**src/design/pavr_cfg.svh**
```systemverilog
/*
 * Register numbers, field positions, reset values and decode codes
 * of the auto-negotiation and vendor register bank.
 * Assumes inclusion by bare name from the package and modules.
 */
`ifndef PAVR_CFG_SVH
`define PAVR_CFG_SVH

`define PAVR_ADDR_W 5
`define PAVR_DATA_W 16

`define PAVR_ADDR_PARTNER 5'h05
`define PAVR_ADDR_EXPANSION 5'h06
`define PAVR_ADDR_VENDOR 5'h10

`define PAVR_RST_PARTNER 16'h0000
`define PAVR_RST_EXPANSION 16'h0000
`define PAVR_RST_VENDOR 16'h0140

`define PAVR_VMC_FIXED_MASK 16'hFFC0
`define PAVR_BIT_AUTO_POL_DIS 5
`define PAVR_BIT_RX_POL 4
`define PAVR_BIT_BYPASS 1
`define PAVR_BIT_RXCLK_GATE 0

`define PAVR_SEL_LSB 0
`define PAVR_SEL_MSB 4
`define PAVR_SEL_802_3 5'h01
`define PAVR_SEL_802_9 5'h02
`define PAVR_SEL_802_5 5'h03
`define PAVR_SEL_1394 5'h04

`endif

```
**src/design/pavr_pkg.sv**
```systemverilog
/*
 * Types shared by the register bank and its helper modules.
 * Assumes pavr_cfg.svh is on the include path.
 */
`default_nettype none
`include "pavr_cfg.svh"

package pavr_pkg;

  typedef struct packed {
    logic req;
    logic wr;
    logic [`PAVR_ADDR_W-1:0] addr;
    logic [`PAVR_DATA_W-1:0] wdata;
  } pavr_mgmt_req_t;

  typedef struct packed {
    logic valid;
    logic [`PAVR_DATA_W-1:0] word;
  } pavr_page_t;

  typedef enum logic [2:0] {
    PAVR_SEL_RESERVED = 3'h0,
    PAVR_SEL_ETH = 3'h1,
    PAVR_SEL_ISLAN = 3'h2,
    PAVR_SEL_TOKEN = 3'h3,
    PAVR_SEL_FIREWIRE = 3'h4
  } pavr_selector_t;

endpackage

`default_nettype wire

```
**src/design/pavr_polarity.sv**
```systemverilog
/*
 * Receive polarity control: automatic correction or software force.
 * Assumes detection strobes come from the 10Base-T receive path.
 */
`timescale 1ns/1ps
`default_nettype none
`include "pavr_cfg.svh"

module pavr_polarity
  import pavr_pkg::*;
(
  input wire logic clock_i,
  input wire logic reset_i,
  input wire logic auto_disable_i,
  input wire logic force_invert_i,
  input wire logic speed_10_i,
  input wire logic detect_valid_i,
  input wire logic detect_reversed_i,
  output logic auto_invert_o,
  output logic invert_o
);

  logic auto_invert;
  logic invert;
  logic next_auto_invert;
  logic next_invert;

  always_comb
  begin
    next_auto_invert = auto_invert;
    if (auto_disable_i)
      next_auto_invert = 1'b0;
    else if (detect_valid_i && speed_10_i)
      next_auto_invert = detect_reversed_i;
    if (auto_disable_i)
      next_invert = force_invert_i;
    else
      next_invert = next_auto_invert;
  end

  always_ff @(posedge clock_i)
  begin
    if (reset_i)
    begin
      auto_invert <= 1'b0;
      invert <= 1'b0;
    end
    else
    begin
      auto_invert <= next_auto_invert;
      invert <= next_invert;
    end
  end

  assign auto_invert_o = auto_invert;
  assign invert_o = invert;

endmodule

`default_nettype wire

```
**src/design/pavr_rx_clock_gate.sv**
```systemverilog
/*
 * Receive clock power saving: enable for the receive clock.
 * Assumes activity and mode inputs are synchronous to clock_i.
 */
`timescale 1ns/1ps
`default_nettype none

module pavr_rx_clock_gate
  import pavr_pkg::*;
(
  input wire logic clock_i,
  input wire logic reset_i,
  input wire logic gate_enable_i,
  input wire logic speed_100_i,
  input wire logic loopback_i,
  input wire logic rx_activity_i,
  output logic rx_clk_enable_o
);

  logic rx_clk_enable;
  logic next_rx_clk_enable;
  logic saving;

  always_comb
  begin
    saving = gate_enable_i && speed_100_i && !loopback_i;
    next_rx_clk_enable = !(saving && !rx_activity_i);
  end

  always_ff @(posedge clock_i)
  begin
    if (reset_i)
      rx_clk_enable <= 1'b1;
    else
      rx_clk_enable <= next_rx_clk_enable;
  end

  assign rx_clk_enable_o = rx_clk_enable;

endmodule

`default_nettype wire

```
**src/design/pavr_regs.sv**
```systemverilog
/*
 * Auto-negotiation partner, expansion and vendor control registers.
 * Assumes a management engine delivering one-cycle register requests
 * and auto-negotiation logic delivering captured page words.
 */
// Overview of operation
// - Capture partner abilities, read-only, reset zero
// - Decode partner selector field codes
// - Read-only expansion register reporting negotiation abilities
// - Vendor control resets to 0x0140, writable fields
// - Auto-polarity disable bit turns correction off
// - Auto-invert reversed 10Base-T receive polarity
// - Polarity bit read-only status while auto
// - Polarity bit forces inversion when auto disabled
// - Bypass bit routes 100Base-TX around coding
// - Clock control gates receive clock when idle
// - Clock saving only in 100Base-TX
// - Loopback overrides receive clock saving
`timescale 1ns/1ps
`default_nettype none
`include "pavr_cfg.svh"

module pavr_regs
  import pavr_pkg::*;
(
  input wire logic clock_i,
  input wire logic reset_i,
  input wire pavr_mgmt_req_t mgmt_i,
  output logic [`PAVR_DATA_W-1:0] mgmt_rdata_o,
  output logic mgmt_rvalid_o,
  output logic mgmt_hit_o,
  input wire pavr_page_t partner_page_i,
  input wire pavr_page_t expansion_i,
  input wire logic speed_10_i,
  input wire logic speed_100_i,
  input wire logic loopback_select_i,
  input wire logic pol_detect_valid_i,
  input wire logic pol_detect_reversed_i,
  input wire logic rx_activity_i,
  output pavr_selector_t partner_selector_o,
  output logic receive_polarity_invert_o,
  output logic coding_sublayer_bypass_o,
  output logic rx_clk_enable_o
);

  logic [`PAVR_DATA_W-1:0] partner_base_page_ability;
  logic [`PAVR_DATA_W-1:0] autoneg_expansion;
  logic auto_polarity_disable;
  logic receive_polarity_force;
  logic coding_sublayer_bypass;
  logic receive_clock_gating;
  logic [`PAVR_DATA_W-1:0] rdata;
  logic rvalid;
  logic hit;
  pavr_selector_t selector;

  logic [`PAVR_DATA_W-1:0] next_partner_base_page_ability;
  logic [`PAVR_DATA_W-1:0] next_autoneg_expansion;
  logic next_auto_polarity_disable;
  logic next_receive_polarity_force;
  logic next_coding_sublayer_bypass;
  logic next_receive_clock_gating;
  logic [`PAVR_DATA_W-1:0] next_rdata;
  logic next_rvalid;
  logic next_hit;
  pavr_selector_t next_selector;

  logic auto_invert;
  logic invert;
  logic vendor_wr;
  logic [4:0] sel_code;
  logic [`PAVR_DATA_W-1:0] vendor_view;
  logic coding_sublayer_bypass_out;
  logic next_coding_sublayer_bypass_out;
  logic rd_req;
  logic wr_req;
  logic sel_partner;
  logic sel_expansion;
  logic sel_vendor;

  // Vendor reset pattern, indexable per field
  localparam logic [`PAVR_DATA_W-1:0] vendor_reset = `PAVR_RST_VENDOR;

  // Polarity correction and force
  pavr_polarity u_polarity (
    .clock_i(clock_i),
    .reset_i(reset_i),
    .auto_disable_i(auto_polarity_disable),
    .force_invert_i(receive_polarity_force),
    .speed_10_i(speed_10_i),
    .detect_valid_i(pol_detect_valid_i),
    .detect_reversed_i(pol_detect_reversed_i),
    .auto_invert_o(auto_invert),
    .invert_o(invert)
  );

  // Receive clock power saving
  pavr_rx_clock_gate u_rx_clock_gate (
    .clock_i(clock_i),
    .reset_i(reset_i),
    .gate_enable_i(receive_clock_gating),
    .speed_100_i(speed_100_i),
    .loopback_i(loopback_select_i),
    .rx_activity_i(rx_activity_i),
    .rx_clk_enable_o(rx_clk_enable_o)
  );

  // Register number decode
  always_comb
  begin
    rd_req = mgmt_i.req && !mgmt_i.wr;
    wr_req = mgmt_i.req && mgmt_i.wr;
    sel_partner = (mgmt_i.addr == `PAVR_ADDR_PARTNER);
    sel_expansion = (mgmt_i.addr == `PAVR_ADDR_EXPANSION);
    sel_vendor = (mgmt_i.addr == `PAVR_ADDR_VENDOR);
  end

  // Vendor register as software sees it
  always_comb
  begin
    vendor_view = `PAVR_RST_VENDOR & `PAVR_VMC_FIXED_MASK;
    vendor_view[`PAVR_BIT_AUTO_POL_DIS] = auto_polarity_disable;
    if (auto_polarity_disable)
      vendor_view[`PAVR_BIT_RX_POL] = receive_polarity_force;
    else
      vendor_view[`PAVR_BIT_RX_POL] = auto_invert;
    vendor_view[`PAVR_BIT_BYPASS] = coding_sublayer_bypass;
    vendor_view[`PAVR_BIT_RXCLK_GATE] = receive_clock_gating;
  end

  // Partner page capture
  always_comb
  begin
    next_partner_base_page_ability = partner_base_page_ability;
    if (partner_page_i.valid)
      next_partner_base_page_ability = partner_page_i.word;
  end

  always_ff @(posedge clock_i)
  begin
    if (reset_i)
    begin
      partner_base_page_ability <= `PAVR_RST_PARTNER;
    end
    else
    begin
      partner_base_page_ability <= next_partner_base_page_ability;
    end
  end

  // Expansion word capture
  always_comb
  begin
    next_autoneg_expansion = autoneg_expansion;
    if (expansion_i.valid)
      next_autoneg_expansion = expansion_i.word;
  end

  always_ff @(posedge clock_i)
  begin
    if (reset_i)
    begin
      autoneg_expansion <= `PAVR_RST_EXPANSION;
    end
    else
    begin
      autoneg_expansion <= next_autoneg_expansion;
    end
  end

  // Selector decode of the captured word
  always_comb
  begin
    sel_code = next_partner_base_page_ability[`PAVR_SEL_MSB:`PAVR_SEL_LSB];
    unique case (sel_code)
      `PAVR_SEL_802_3: next_selector = PAVR_SEL_ETH;
      `PAVR_SEL_802_9: next_selector = PAVR_SEL_ISLAN;
      `PAVR_SEL_802_5: next_selector = PAVR_SEL_TOKEN;
      `PAVR_SEL_1394: next_selector = PAVR_SEL_FIREWIRE;
      default: next_selector = PAVR_SEL_RESERVED;
    endcase
  end

  always_ff @(posedge clock_i)
  begin
    if (reset_i)
    begin
      selector <= PAVR_SEL_RESERVED;
    end
    else
    begin
      selector <= next_selector;
    end
  end

  // Vendor control writes
  always_comb
  begin
    vendor_wr = wr_req && sel_vendor;
    next_auto_polarity_disable = auto_polarity_disable;
    next_receive_polarity_force = receive_polarity_force;
    next_coding_sublayer_bypass = coding_sublayer_bypass;
    next_receive_clock_gating = receive_clock_gating;
    if (vendor_wr)
    begin
      next_auto_polarity_disable =
        mgmt_i.wdata[`PAVR_BIT_AUTO_POL_DIS];
      if (mgmt_i.wdata[`PAVR_BIT_AUTO_POL_DIS])
        next_receive_polarity_force =
          mgmt_i.wdata[`PAVR_BIT_RX_POL];
      next_coding_sublayer_bypass =
        mgmt_i.wdata[`PAVR_BIT_BYPASS];
      next_receive_clock_gating =
        mgmt_i.wdata[`PAVR_BIT_RXCLK_GATE];
    end
  end

  // Vendor control state
  always_ff @(posedge clock_i)
  begin
    if (reset_i)
    begin
      auto_polarity_disable <= vendor_reset[`PAVR_BIT_AUTO_POL_DIS];
      receive_polarity_force <= vendor_reset[`PAVR_BIT_RX_POL];
      coding_sublayer_bypass <= vendor_reset[`PAVR_BIT_BYPASS];
      receive_clock_gating <= vendor_reset[`PAVR_BIT_RXCLK_GATE];
    end
    else
    begin
      auto_polarity_disable <= next_auto_polarity_disable;
      receive_polarity_force <= next_receive_polarity_force;
      coding_sublayer_bypass <= next_coding_sublayer_bypass;
      receive_clock_gating <= next_receive_clock_gating;
    end
  end

  // Read path, one cycle after the request
  always_comb
  begin
    next_rvalid = rd_req;
    next_hit = 1'b0;
    next_rdata = rdata;
    if (rd_req)
    begin
      next_rdata = {`PAVR_DATA_W{1'b0}};
      if (sel_partner)
      begin
        next_hit = 1'b1;
        next_rdata = partner_base_page_ability;
      end
      if (sel_expansion)
      begin
        next_hit = 1'b1;
        next_rdata = autoneg_expansion;
      end
      if (sel_vendor)
      begin
        next_hit = 1'b1;
        next_rdata = vendor_view;
      end
    end
  end

  always_ff @(posedge clock_i)
  begin
    if (reset_i)
    begin
      rdata <= {`PAVR_DATA_W{1'b0}};
      rvalid <= 1'b0;
      hit <= 1'b0;
    end
    else
    begin
      rdata <= next_rdata;
      rvalid <= next_rvalid;
      hit <= next_hit;
    end
  end

  // Bypass acts on the 100Base-TX path only
  always_comb
  begin
    next_coding_sublayer_bypass_out = coding_sublayer_bypass
      && speed_100_i;
  end

  always_ff @(posedge clock_i)
  begin
    if (reset_i)
    begin
      coding_sublayer_bypass_out <= 1'b0;
    end
    else
    begin
      coding_sublayer_bypass_out <= next_coding_sublayer_bypass_out;
    end
  end

  assign mgmt_rdata_o = rdata;
  assign mgmt_rvalid_o = rvalid;
  assign mgmt_hit_o = hit;
  assign partner_selector_o = selector;
  assign receive_polarity_invert_o = invert;
  assign coding_sublayer_bypass_o = coding_sublayer_bypass_out;

endmodule

`default_nettype wire

```
**config.mk**
```make
export PLATFORM = sky130hd
export DESIGN_NAME = pavr_regs
export DESIGN_NICKNAME = d
export VERILOG_FILES = /design/src/design/pavr_pkg.sv /design/src/design/pavr_polarity.sv /design/src/design/pavr_rx_clock_gate.sv /design/src/design/pavr_regs.sv
export VERILOG_INCLUDE_DIRS = /design/src /design/src/design
export SDC_FILE = /design/constraint.sdc
export NUM_CORES = 1
export LEC_CHECK = 0
export BUFFER_PORTS_ARGS = -buffer_cell sky130_fd_sc_hd__buf_4
export CORE_ASPECT_RATIO = 0.5
export CORE_MARGIN = 4
export CORE_UTILIZATION = 39
export DETAILED_ROUTE_END_ITERATION = 10
export PLACE_DENSITY = 0.72
export SLEW_MARGIN = 20
export SYNTH_ARGS = -nofsm -noshare
export SYNTH_HDL_FRONTEND = slang
export SYNTH_SLANG_ARGS = --single-unit
```
**constraint.sdc**
```tcl
create_clock -name clock_i -period 1.33 [get_ports clock_i]
set_input_delay 0.133 -clock clock_i [delete_from_list [all_inputs] [get_ports clock_i]]
set_output_delay 0.133 -clock clock_i [all_outputs]
set_load 0.01 [all_outputs]
```
* After elaboration in Yosys (flattened, before gate mapping)
Index checks and enable logic that the tools add are counted.
** Cells by class
- Order comparisons :: 0
- $mul :: 0
- Div/mod/pow operators :: 0
- Shift-type cells :: 0
- $add $sub $neg :: 0
- Equality and inequality tests :: 7
- Bitwise logic cells :: 1
- Multiplexer cells :: 12
- Reductions and logical operators :: 14
** Operators with widths (count)
- two-way mux 16 bit :: 3
- == test 5 x 3 -> 1 bit (second input constant) :: 3
- one-hot mux 3 bit (4 select lines) :: 1
- == test 5 x 2 -> 1 bit (second input constant) :: 2
- logical AND 1 bit :: 8
- two-way mux 1 bit :: 7
- == test 5 x 1 -> 1 bit (second input constant) :: 1
- == test 5 bit (second input constant) :: 1
- two-way mux 5 bit :: 1
- zero test 1 bit :: 4
- AND reduction 2 bit :: 1
- OR reduction 2 bit :: 1
- inverter 1 bit :: 1
** Storage, ports and cells
- Memories kept :: 0
- Output and inout port bits :: 24
- Memory bits (writable) :: 0
- Latch bits :: 0
- Register bits after elaboration :: 61
- Memory bits (read-only) :: 0
- Input bits :: 65

* Longest topological paths before layout
Gate-level depths: netlist of run 1.
- Depth after elaboration :: 4
- Gate-level depth with buffers :: 6
- Gate-level depth less buffers :: 4

* Modules after synthesis
From an unflattened synthesis of run 1, not the netlist that was laid out.
** Second synthesis, totals
- Cells, all modules :: 247
- Area total of the unflattened synthesis :: 2402.3 um^2
** Modules (own cells, without submodules)
- pavr_regs :: sequential area each 1161.1 um^2, times used 1, area an instance 2292.2 um^2, cells an instance 237
- pavr_polarity :: sequential area each 40.0 um^2, times used 1, area an instance 78.8 um^2, cells an instance 7
- pavr_rx_clock_gate :: sequential area each 20.0 um^2, times used 1, area an instance 31.3 um^2, cells an instance 3

* Worst setup path before layout of run 1
No wires, ideal clock.
- Path type :: input port to flip-flop
- From :: input port mgmt_i[19] (netlist bit)
- To :: register rdata[5] (netlist: mgmt_rdata_o[5])
- Slack :: -39 ps
- Arrival time :: 1235 ps
- Path buffers :: 0
- Required time :: 1196 ps
- Setup time :: 134 ps
- Cell stages on the path :: 4
- Path through :: or4b_4 or2_1 nor3_1 a2111oi_1
** On the way
- Word-level cells in the longest chain between the ends :: 4
- Elaborated cells on any way between the ends :: 6
- Classes of those cells :: eq/ne: 3; mux: 3
** RTL lines
- start: declaration :: RTL line pavr_regs.sv:28 : input wire pavr_mgmt_req_t mgmt_i,
- == test 5 x 3 -> 1 bit (no line)
- two-way mux 16 bit :: RTL line pavr_regs.sv:246 : if (sel_partner)
- two-way mux 16 bit :: RTL line pavr_regs.sv:251 : if (sel_expansion)
- two-way mux 16 bit * :: RTL line pavr_regs.sv:256 : if (sel_vendor)
- end signal: assignment :: RTL line pavr_regs.sv:268 : rdata <= {`PAVR_DATA_W{1'b0}};
- end signal: assignment :: RTL line pavr_regs.sv:274 : rdata <= next_rdata;
- end: declaration :: RTL line pavr_regs.sv:52 : logic [`PAVR_DATA_W-1:0] rdata;
Mark *: on every way between the ends. The rest lies on a longest branch, timed or not.
A chain may end at the register's enable or synchronous reset.

* Worst setup path after layout of run 1
- From :: input port mgmt_i[19] (netlist bit)
- To :: register rdata[1] (netlist: mgmt_rdata_o[1])
Same word-level chain as after synthesis.

==> impl_metrics.py, run 1 <==
metrics = {
    "worst_hold_path": {
        "min_to": "u_rx_clock_gate.rx_clk_enable_o$_SDFF_PP1_",
        "min_path_cells": 3,
        "worstHoldPathType": "input port to flop",
        "worstHoldStart": "rx_activity_i",
    },
    "yosys": {
        "syn_area_per_cell_um2": 9.726,
        "synthesis.nets": 308,
        "netlist_area_um2": 2364,
        "synth_cell_types": 35,
        "synth-seq-cells": 61,
        "seq_area_frac_synth_pct": 51.67,
        "syn_inst": 243,
        "yosys_warnings": 0,
    },
    "outcome": {
        "status": "completed",
    },
    "final_layout": {
        "nNetsFinal": 391,
        "design_area_um2": 3401,
        "most-common-layout-cells": "buf_4, dfxtp_1, nor2_1",
        "n_antenna_cell": 0,
        "utilization_pct": 59.85,
        "drive_above_1_share_pct": 33.03,
        "fillers": 491,
        "layout_commonest_cell": "buf_4",
        "area_delta_synth_final_pct": 43.89,
    },
    "sta": {
        "worst_slew_pin_slew_ns": 0.6424,
        "slew_violations": 0,
        "setup_viol": 0,
        "rsz0062_at_grt": "false",
        "clock.fmax_mhz": 819.5,
        "finalCritPeriodShare_pct": 91.75,
        "maxSlewHeadroom_pct": 57.01,
        "fin_crit_ns": 1.220,
        "hold_slack_ns": 0.01299,
        "fin_skew_ns": 0.003433,
        "final-hold-violation-count": 0,
    },
    "floorplan": {
        "boundaryPins": 89,
        "coreArea_um2": 5682,
        "die-height_um": 63.05,
        "start_util_pct": 41.60,
        "rows": 19,
        "dieArea_um2": 7445,
        "die_x_um": 118.1,
    },
    "worst_setup_path": {
        "r2r-start": "mgmt_rdata_o[5]$_SDFFE_PP0P_",
        "cp.required_ns": 1.53,
        "r2r_end": "mgmt_rdata_o[5]$_SDFFE_PP0P_",
        "crit_slowest_cell": "or4b_4",
        "critPathMaxFanout": 5,
        "critPathArrivalTime_ns": 1.42,
        "end_kind": "flop",
        "cpPeakStageDelay_ns": 0.59,
        "r2r_slack_ns": 0.13,
        "worstSetupPathType": "input port to flop",
        "reg2reg_depth": 4,
        "path_cells": "buf_4, or4b_4, or2_4, nor3_1, nor4_1",
        "critPathLaunchType": "input port",
        "crit_family": "simple AND/OR/NAND/NOR gates",
        "path_buf_inv": 1,
    },
    "grt": {
        "first_global_vias": 2028,
        "antenna_found_initial": 0,
        "grt_max_degree": 23,
        "grt_pass1_wl_mm": 9.742,
        "overflow": 0,
        "grt_usage_pct": 16.58,
    },
    "route": {
        "wl_per_cell_um": 14.52,
        "wirelength_mm": 5.852,
        "num_vias": 2032,
        "avgViaCountPerCell": 5.042,
        "dr_wl_met2_mm": 2.909,
        "postRouteAntennaNets": 0,
        "wl_met3_um": 331,
        "dr.max_layer_used": "met4",
        "dr.pass1.iters": 5,
        "drt_iter0_drc": 129,
        "m1WireLength_mm": 2.538,
        "route.detailed.drc": 0,
    },
    "place": {
        "port_buffers": 76,
        "place.detailed.hpwl_mm": 4.391,
        "placed_area_um2": 3085,
        "place.gp.congestion": 0.7554,
    },
    "power_and_ir_drop": {
        "powerDensity_nw_per_um2": 1415,
        "clockPowerShare_pct": 50.8,
        "seqPwrFrac_pct": 40.5,
        "swShare_pct": 20.85,
        "intPower_mw": 3.808,
        "combPwrFrac_pct": 8.7,
        "peakVddDrop_mv": 1.001,
        "p_switching_mw": 1.003,
        "p_leak_nw": 1.498,
    },
    "clock_network": {
        "cts_resized": 0,
        "clk_latency_ns": 0.32,
        "tritoncts": "built",
        "cts_buffer_depth": 2,
        "h-tree-depth": 3,
        "postCtsSetupBuffers": 0,
        "cts.sinks": 61,
        "cts_hold_buf": 0,
        "root_buffer": "clkbuf_16",
        "clk_pin_slew_ns": 0.05,
        "cts_inserted_buffers": 9,
    },
    "flow_run": {
        "cap_violations": 0,
    },
}
[metrics by stage]
stage,total power [mW],setup TNS [ns],cells,worst slack [ns]
2_1_floorplan,2.176,-0.09591,243,-0.01968
3_3_place_gp,2.387,-3.134,388,-0.1761
3_5_place_dp,2.401,-3.736,388,-0.2218
4_1_cts,4.865,0,403,0.1139
5_1_grt,5.011,0,403,0.008234
6_report,4.811,0,403,0.1097
[registers in the layout, indices dropped and copies added (netlist names)]
register / cells
autoneg_expansion: 16
mgmt_rdata_o: 16
partner_base_page_ability: 16
partner_selector_o: 3
auto_polarity_disable: 1
coding_sublayer_bypass: 1
coding_sublayer_bypass_o: 1
mgmt_hit_o: 1
mgmt_rvalid_o: 1
receive_clock_gating: 1
receive_polarity_force: 1
u_polarity.auto_invert_o: 1
u_polarity.invert_o: 1
u_rx_clock_gate.rx_clk_enable_o: 1
[power by group through the flow]
stage	logic, mW	clock network [mW]	registers [mW]
after floorplan	0.196	0	1.98
after global placement	0.405	0	1.98
after detailed placement	0.416	0	1.99
after CTS	0.421	2.50	1.95
after global routing	0.457	2.60	1.95
final	0.416	2.45	1.95
[synth_stat cells (all sizes together)]
master,count,share of area [%]
a2111oi,1,0.42
a211oi,1,0.32
a21oi,5,1.1
a221oi,5,2.1
a22oi,11,3.5
a32oi,1,0.37
and3b,1,0.37
and4b,2,0.85
buf,9,1.7
clkbuf,6,0.95
dfxtp,61,52
inv,3,0.48
mux2i,35,15
nand2,16,2.6
nand2b,2,0.53
nand3,2,0.42
nor2,48,7.6
nor2b,1,0.26
nor3,9,2.4
nor4,2,0.53
nor4b,2,0.74
o21ai,13,2.9
o21bai,1,0.32
o22a,1,0.37
o31a,1,0.37
o32ai,1,1.2
or2,2,0.53
or4b,1,0.58
[worst min-delay path, stage by stage]
cell	delay (ns)
buf_4	0.08
nor4b_1	0.04
nand2_1	0.06
[layout make-up]
class                           instances  area, um2  area share, %
Sequential cell                        61       1221          35.91
Multi-Input combinational cell        164       1071          31.49
Timing Repair Buffer                   87      690.7          20.31
Clock buffer                           11      242.7          7.138
Tap cell                               73      91.34          2.686
Clock inverter                          4      72.57          2.134
Inverter                                3      11.26         0.3311
[layer usage]
layer  track usage [%]  up-vias
li1                  -     1022
met1             19.39      950
met2             27.86       52
met3             6.510        8
met4             5.693        0
met5                 0        -
[cell families (layout without fill, tap and decap cells)]
family,Yosys count,in the layout,synth area share [%]
AOI/OAI and AO/OA,41,41,12.92
DFF,61,61,51.67
and+or+nand+nor,88,88,17.47
buffers and inverters,18,105,3.123
muxes,35,35,14.82
[worst max-delay path by stage]
| stage | start | endpoint | slack (ns) | cells after the start |
|---|---|---|---|---|
| floorplan | mgmt_i[19] | auto_polarity_disable$_SDFFE_PP0P_ | -0.02 | 4 |
| global placement | mgmt_i[19] | receive_clock_gating$_SDFFE_PP0P_ | -0.18 | 5 |
| detailed placement | mgmt_i[19] | mgmt_rdata_o[5]$_SDFFE_PP0P_ | -0.22 | 5 |
| CTS | mgmt_rdata_o[5]$_SDFFE_PP0P_ | mgmt_rdata_o[5]$_SDFFE_PP0P_ | 0.11 | 4 |
| global route | mgmt_rdata_o[5]$_SDFFE_PP0P_ | mgmt_rdata_o[5]$_SDFFE_PP0P_ | 0.008 | 4 |
| finish | mgmt_i[19] | mgmt_rdata_o[1]$_SDFFE_PP0P_ | 0.11 | 5 |
No activity file was read; power rests on OpenSTA's default activity.
==> inputs of run 2 (changes only) <==
--- a/config.mk
+++ b/config.mk
@@ -6,6 +6,7 @@
 export SDC_FILE = /design/constraint.sdc
 export NUM_CORES = 1
 export LEC_CHECK = 0
+export ABC_AREA = 1
 export BUFFER_PORTS_ARGS = -buffer_cell sky130_fd_sc_hd__buf_4
 export CORE_ASPECT_RATIO = 0.5
 export CORE_MARGIN = 4
==> impl_metrics.py, run 2 <==
metrics = {
    "outcome": {
        "status": "completed",
    },
    "clock_network": {
        "clk_pin_slew_ns": 0.05,
        "cts_buffer_depth": 2,
        "h-tree-depth": 3,
        "cts.sinks": 61,
        "cts_resized": 0,
        "tritoncts": "built",
        "cts_inserted_buffers": 9,
        "root_buffer": "clkbuf_16",
        "clk_latency_ns": 0.33,
    },
    "sta": {
        "slew_violations": 0,
        "worst_slew_pin_slew_ns": 0.3102,
        "hold_slack_ns": 0.01353,
        "fin_skew_ns": 0.003837,
        "maxSlewHeadroom_pct": 79.10,
        "clock.fmax_mhz": 1074,
        "setup_viol": 0,
        "final-hold-violation-count": 0,
        "fin_crit_ns": 0.9315,
        "finalCritPeriodShare_pct": 70.04,
        "setup_tns_ns": 0,
        "rsz0062_at_grt": "false",
    },
    "grt": {
        "overflow": 0,
        "first_global_vias": 2134,
        "grt_usage_pct": 17.27,
        "grt_max_degree": 36,
        "grt_pass1_wl_mm": 10.31,
        "antenna_found_initial": 0,
    },
    "yosys": {
        "yosysTopAreaCell": "dfxtp_1",
        "seq_area_frac_synth_pct": 48.90,
        "syn_area_per_cell_um2": 7.684,
        "syn_inst": 325,
        "synth_area_leaders": "dfxtp_1, nor2_1, o21ai_0",
        "yosys_warnings": 0,
        "synthesis.nets": 390,
        "synth-seq-cells": 61,
        "synth_ff_type": "dfxtp_1",
        "synth_cell_types": 24,
        "netlist_area_um2": 2497,
        "synth_edf_count": 0,
        "synth_commonest_cells": "dfxtp_1, nor2_1, nand2_1",
        "synth_top_area_share_pct": 48.90,
        "synth_most_common_cell": "dfxtp_1",
        "synthArstFlopShare_pct": 0,
    },
    "final_layout": {
        "regArea_um2": 1221,
        "design_area_um2": 3521,
        "n_antenna_cell": 0,
        "layout_commonest_cell": "buf_4",
        "drive_above_1_share_pct": 29.06,
        "utilization_pct": 57.43,
        "fillers": 571,
        "multi_input_area_um2": 1059,
        "area_delta_synth_final_pct": 40.98,
        "most-common-layout-cells": "buf_4, dfxtp_1, nor2_1",
        "nNetsFinal": 473,
    },
    "floorplan": {
        "die_x_um": 121.2,
        "rows": 20,
        "coreArea_um2": 6131,
        "die-height_um": 64.59,
        "boundaryPins": 89,
        "start_util_pct": 40.73,
        "dieArea_um2": 7826,
    },
    "place": {
        "placed_area_um2": 3184,
        "place.detailed.hpwl_mm": 4.715,
        "port_buffers": 76,
        "place.gp.congestion": 0.8821,
    },
    "route": {
        "avgViaCountPerCell": 4.715,
        "wirelength_mm": 6.533,
        "num_vias": 2362,
        "wl_met3_um": 495,
        "postRouteAntennaNets": 0,
        "dr.max_layer_used": "met4",
        "dr_wl_met2_mm": 2.805,
        "drt_iter0_drc": 208,
        "m1WireLength_mm": 3.153,
        "wl_per_cell_um": 13.04,
        "route.detailed.drc": 0,
        "dr.pass1.iters": 4,
    },
    "worst_setup_path": {
        "path_buf_inv": 1,
        "critPathMaxFanout": 2,
        "end_kind": "primary output",
        "critPathLaunchType": "flop",
        "path_cells": "buf_4",
        "worstSetupPathType": "flop to primary output",
        "crit_slowest_cell": "dfxtp_1",
        "crit_family": "flip-flops",
        "cp.required_ns": 1.20,
        "critPathArrivalTime_ns": 0.80,
        "cpPeakStageDelay_ns": 0.34,
    },
    "power_and_ir_drop": {
        "powerDensity_nw_per_um2": 1379,
        "peakVddDrop_mv": 0.5483,
        "p_leak_nw": 1.518,
    },
    "worst_hold_path": {
        "worstHoldPathType": "input port to flop",
    },
    "flow_run": {
        "cap_violations": 0,
    },
}
## run 2: cell types whose count changed after synthesis, sizes merged, moves of 8 or more
cell | previous run | this run
a21oi | 5 | 33
nand3 | 2 | 10
nor2 | 48 | 57
a22oi | 11 | 0
inv | 3 | 29
nand4 | 0 | 19
o21ai | 13 | 44
nand2 | 16 | 45
mux2i | 35 | 2
## run 2: repair_timing
action | CTS | global route
buffers inserted | 0 | 0
endpoints found under the setup margin | 0 | 0
hold buffers | 2 | 0
endpoints found under the hold margin | 1 | 0
## run 2: cell families after synthesis
| kind of cell | synth area share [%] |
|---|---|
| DFF | 48.90 |
| buffers and inverters | 8.717 |
| AOI/OAI and AO/OA | 17.79 |
| muxes | 0.8016 |
| and+or+nand+nor | 23.80 |
## run 2: final timing paths
kind / to / slack, ns / from / cells after the start
hold reg to reg: u_rx_clock_gate.rx_clk_enable_o$_SDFF_PP1_ / 0.41 / receive_clock_gating$_SDFFE_PP0P_ / 1
setup reg to reg: partner_selector_o[0]$_SDFF_PP0_ / 0.43 / partner_base_page_ability[3]$_SDFF_PP0_ / 5
hold / removal: u_rx_clock_gate.rx_clk_enable_o$_SDFF_PP1_ / 0.01 / speed_100_i / 2
setup / recovery: mgmt_rdata_o[5] / 0.40 / mgmt_rdata_o[5]$_SDFFE_PP0P_ / 1
## run 2: per-stage QoR
stage | power, mW | instances | setup slack, ns
2_1_floorplan | 2.202 | 325 | 0.3777
3_5_place_dp | 2.423 | 483 | 0.1540
3_3_place_gp | 2.416 | 483 | 0.1609
5_1_grt | 5.040 | 501 | 0.3018
6_report | 4.855 | 501 | 0.3985
4_1_cts | 4.885 | 501 | 0.3869
## run 2: where the power goes
group          internal [mW]  switching, mW
combinational          0.210          0.236
sequential              1.91         0.0347
clock                   1.63          0.828
total                   3.76           1.10
## run 2: metal layers
layer	GRT usage [%]	vias to the layer above
li1	-	1241
met1	24.25	1036
met2	24.33	74
met3	5.929	11
met4	6.425	0
met5	0	-
## run 2: layout make-up
class / instances / share of cell area (%)
clock buffer: 10 / 6.503
inverter: 29 / 3.092
sequential: 61 / 34.68
timing repair buffer: 90 / 20.04
clock inverter: 6 / 2.488
tap: 88 / 3.127
multi-input combinational: 217 / 30.06
==> inputs of run 3 (changes only) <==
--- a/config.mk
+++ b/config.mk
@@ -12,7 +12,7 @@
 export CORE_MARGIN = 4
 export CORE_UTILIZATION = 39
 export DETAILED_ROUTE_END_ITERATION = 10
-export PLACE_DENSITY = 0.72
+export PLACE_DENSITY = 0.69
 export SLEW_MARGIN = 20
 export SYNTH_ARGS = -nofsm -noshare
 export SYNTH_HDL_FRONTEND = slang
==> constraint.sdc (replaced) <==
create_clock -name clock_i -period 0.95 [get_ports clock_i]
set_input_delay 0.095 -clock clock_i [delete_from_list [all_inputs] [get_ports clock_i]]
set_output_delay 0.095 -clock clock_i [all_outputs]
set_load 0.01 [all_outputs]
==> impl_metrics.py, run 3 (synthesis gave the netlist of run 2 again) <==
metrics = {
    "outcome": {
        "status": "completed",
    },
    "final_layout": {
        "fillers": 532,
        "regArea_um2": 1221,
        "nNetsFinal": 495,
        "n_antenna_cell": 0,
        "drive_above_1_share_pct": 31.26,
        "most-common-layout-cells": "buf_4, dfxtp_1, nor2_1",
        "multi_input_area_um2": 1079,
        "design_area_um2": 3794,
        "finalNonFillerCells": 523,
        "area_delta_synth_final_pct": 51.90,
        "layout_commonest_cell": "buf_4",
    },
    "power_and_ir_drop": {
        "swShare_pct": 22.82,
        "peakVddDrop_mv": 1.032,
        "seqPwrFrac_pct": 39.5,
        "clockPowerShare_pct": 49.9,
        "powerDensity_nw_per_um2": 1828,
        "p_leak_nw": 1.651,
        "p_switching_mw": 1.583,
        "combPwrFrac_pct": 10.6,
        "intPower_mw": 5.353,
    },
    "route": {
        "wirelength_mm": 7.191,
        "drt_iter0_drc": 143,
        "wl_per_cell_um": 13.75,
        "dr.pass1.iters": 4,
        "num_vias": 2507,
        "route.detailed.drc": 0,
        "postRouteAntennaNets": 0,
        "avgViaCountPerCell": 4.793,
    },
    "worst_setup_path": {
        "critPathArrivalTime_ns": 0.81,
        "crit_family": "flip-flops",
        "end_kind": "primary output",
        "reg2reg_depth": 5,
        "crit_start": "mgmt_rdata_o[14]$_SDFFE_PP0P_",
        "r2r-start": "partner_base_page_ability[3]$_SDFF_PP0_",
        "critPathMaxFanout": 2,
        "path_depth": 1,
        "path_buf_inv": 1,
        "crit_slowest_cell": "dfxtp_1",
        "cpPeakStageDelay_ns": 0.35,
        "path_cells": "buf_4",
        "worstSetupPathType": "flop to primary output",
        "cp.required_ns": 0.85,
        "critPathLaunchType": "flop",
    },
    "worst_hold_path": {
        "worstHoldPathType": "input port to flop",
        "worstHoldStart": "expansion_i[2]",
        "min_path_cells": 3,
    },
    "grt": {
        "grt_max_degree": 36,
        "antenna_found_initial": 0,
        "met3_usage_pct": 4.969,
        "grt_use_met1_pct": 25.52,
        "busiest_layer": "met2",
        "grt_usage_pct": 18.75,
        "grt_pass1_wl_mm": 11.34,
        "grt_use_met2_pct": 28.33,
        "first_global_vias": 2368,
        "overflow": 0,
    },
    "clock_network": {
        "tritoncts": "built",
        "postCtsSetupBuffers": 0,
        "cts_inserted_buffers": 9,
        "h-tree-depth": 3,
        "cts.sinks": 61,
        "clk_latency_ns": 0.33,
        "cts_buffer_depth": 2,
        "clk_pin_slew_ns": 0.05,
        "root_buffer": "clkbuf_16",
    },
    "sta": {
        "maxSlewHeadroom_pct": 79.86,
        "fin_crit_ns": 0.9081,
        "worst_slew_pin_slew_ns": 0.2937,
        "finalCritPeriodShare_pct": 95.59,
        "fin_skew_ns": 0.008739,
        "setup_viol": 0,
        "final-hold-violation-count": 0,
        "slew_violations": 0,
        "clock.fmax_mhz": 1101,
    },
    "place": {
        "port_buffers": 76,
        "placed_cells": 493,
        "placed_area_um2": 3309,
        "place.detailed.hpwl_mm": 5.293,
        "place.gp.congestion": 0.9230,
    },
    "floorplan": {
        "coreArea_um2": 6131,
        "dieArea_um2": 7826,
        "die_x_um": 121.2,
        "start_util_pct": 40.73,
        "rows": 20,
        "die-height_um": 64.59,
        "boundaryPins": 89,
    },
    "flow_run": {
        "cap_violations": 0,
    },
}
[run 3: cell count changes in the layout (fill, tap and decap cells not counted), moves of 2 or more]
cell,before,now
o21ai_1,0,2
buf_12,2,6
clkinvlp_4,3,1
dlygate4sd3_1,2,14
o21ai_0,37,32
clkinv_4,0,2
o21ai_2,7,10
buf_4,86,92
[run 3: path summary, 6_finish.rpt]
check                                          endpoint  slack [ns]
min reg2reg  u_rx_clock_gate.rx_clk_enable_o$_SDFF_PP1_        0.41
max reg2reg            partner_selector_o[0]$_SDFF_PP0_        0.06
max                                    mgmt_rdata_o[14]        0.04
min                   autoneg_expansion[2]$_SDFFE_PP0P_        0.01
[run 3: final cells by class]
| type | count | area share [%] |
|---|---|---|
| clock inverters | 7 | 2.606 |
| clock buffers | 9 | 5.937 |
| multi-input cells | 217 | 28.43 |
| repair buffers | 112 | 25.07 |
| well taps | 88 | 2.902 |
| flip-flops and latches | 61 | 32.19 |
| inverters | 29 | 2.869 |
[run 3: repair_timing]
item / in CTS / in global routing
pin swaps: 0 / 1
hold buffers: 14 / 0
resized for setup: 1 / 9
endpoints found under the hold margin: 13 / 0
setup endpoints to repair: 1 / 6
[run 3: tightest hold or removal path, stage by stage]
cell    delay, ns
buf_4        0.08
nor2_1       0.04
nor2_1       0.09
[run 3: power groups by stage]
stage | clock, mW | combinational [mW] | sequential [mW]
2_1_floorplan | 0 | 0.313 | 2.77
5_1_grt | 3.64 | 0.810 | 2.74
4_1_cts | 3.52 | 0.724 | 2.73
3_5_place_dp | 0 | 0.668 | 2.79
6_report | 3.46 | 0.737 | 2.74
3_3_place_gp | 0 | 0.658 | 2.78
[run 3: metal layers]
metal / routed length [um] / share of wire, %
met1: 3416 / 48
met2: 3133 / 44
met3: 564 / 7.8
met4: 76 / 1.1
met5: 0 / 0
[run 3: stage by stage]
step	hold WS, ns	power, mW	TNS, ns	setup slack [ns]	utilization [%]
after global routing	0.02727	7.189	-0.01648	-0.01648	61.88
after detailed placement	0.2943	3.455	-2.354	-0.2329	53.98
after global placement	0.2852	3.443	-1.965	-0.2064	53.98
after CTS	0.004698	6.980	0	0.02252	61.55
after floorplan	0.1796	3.083	0	0.03574	-
final	0.01019	6.937	0	0.04193	61.88
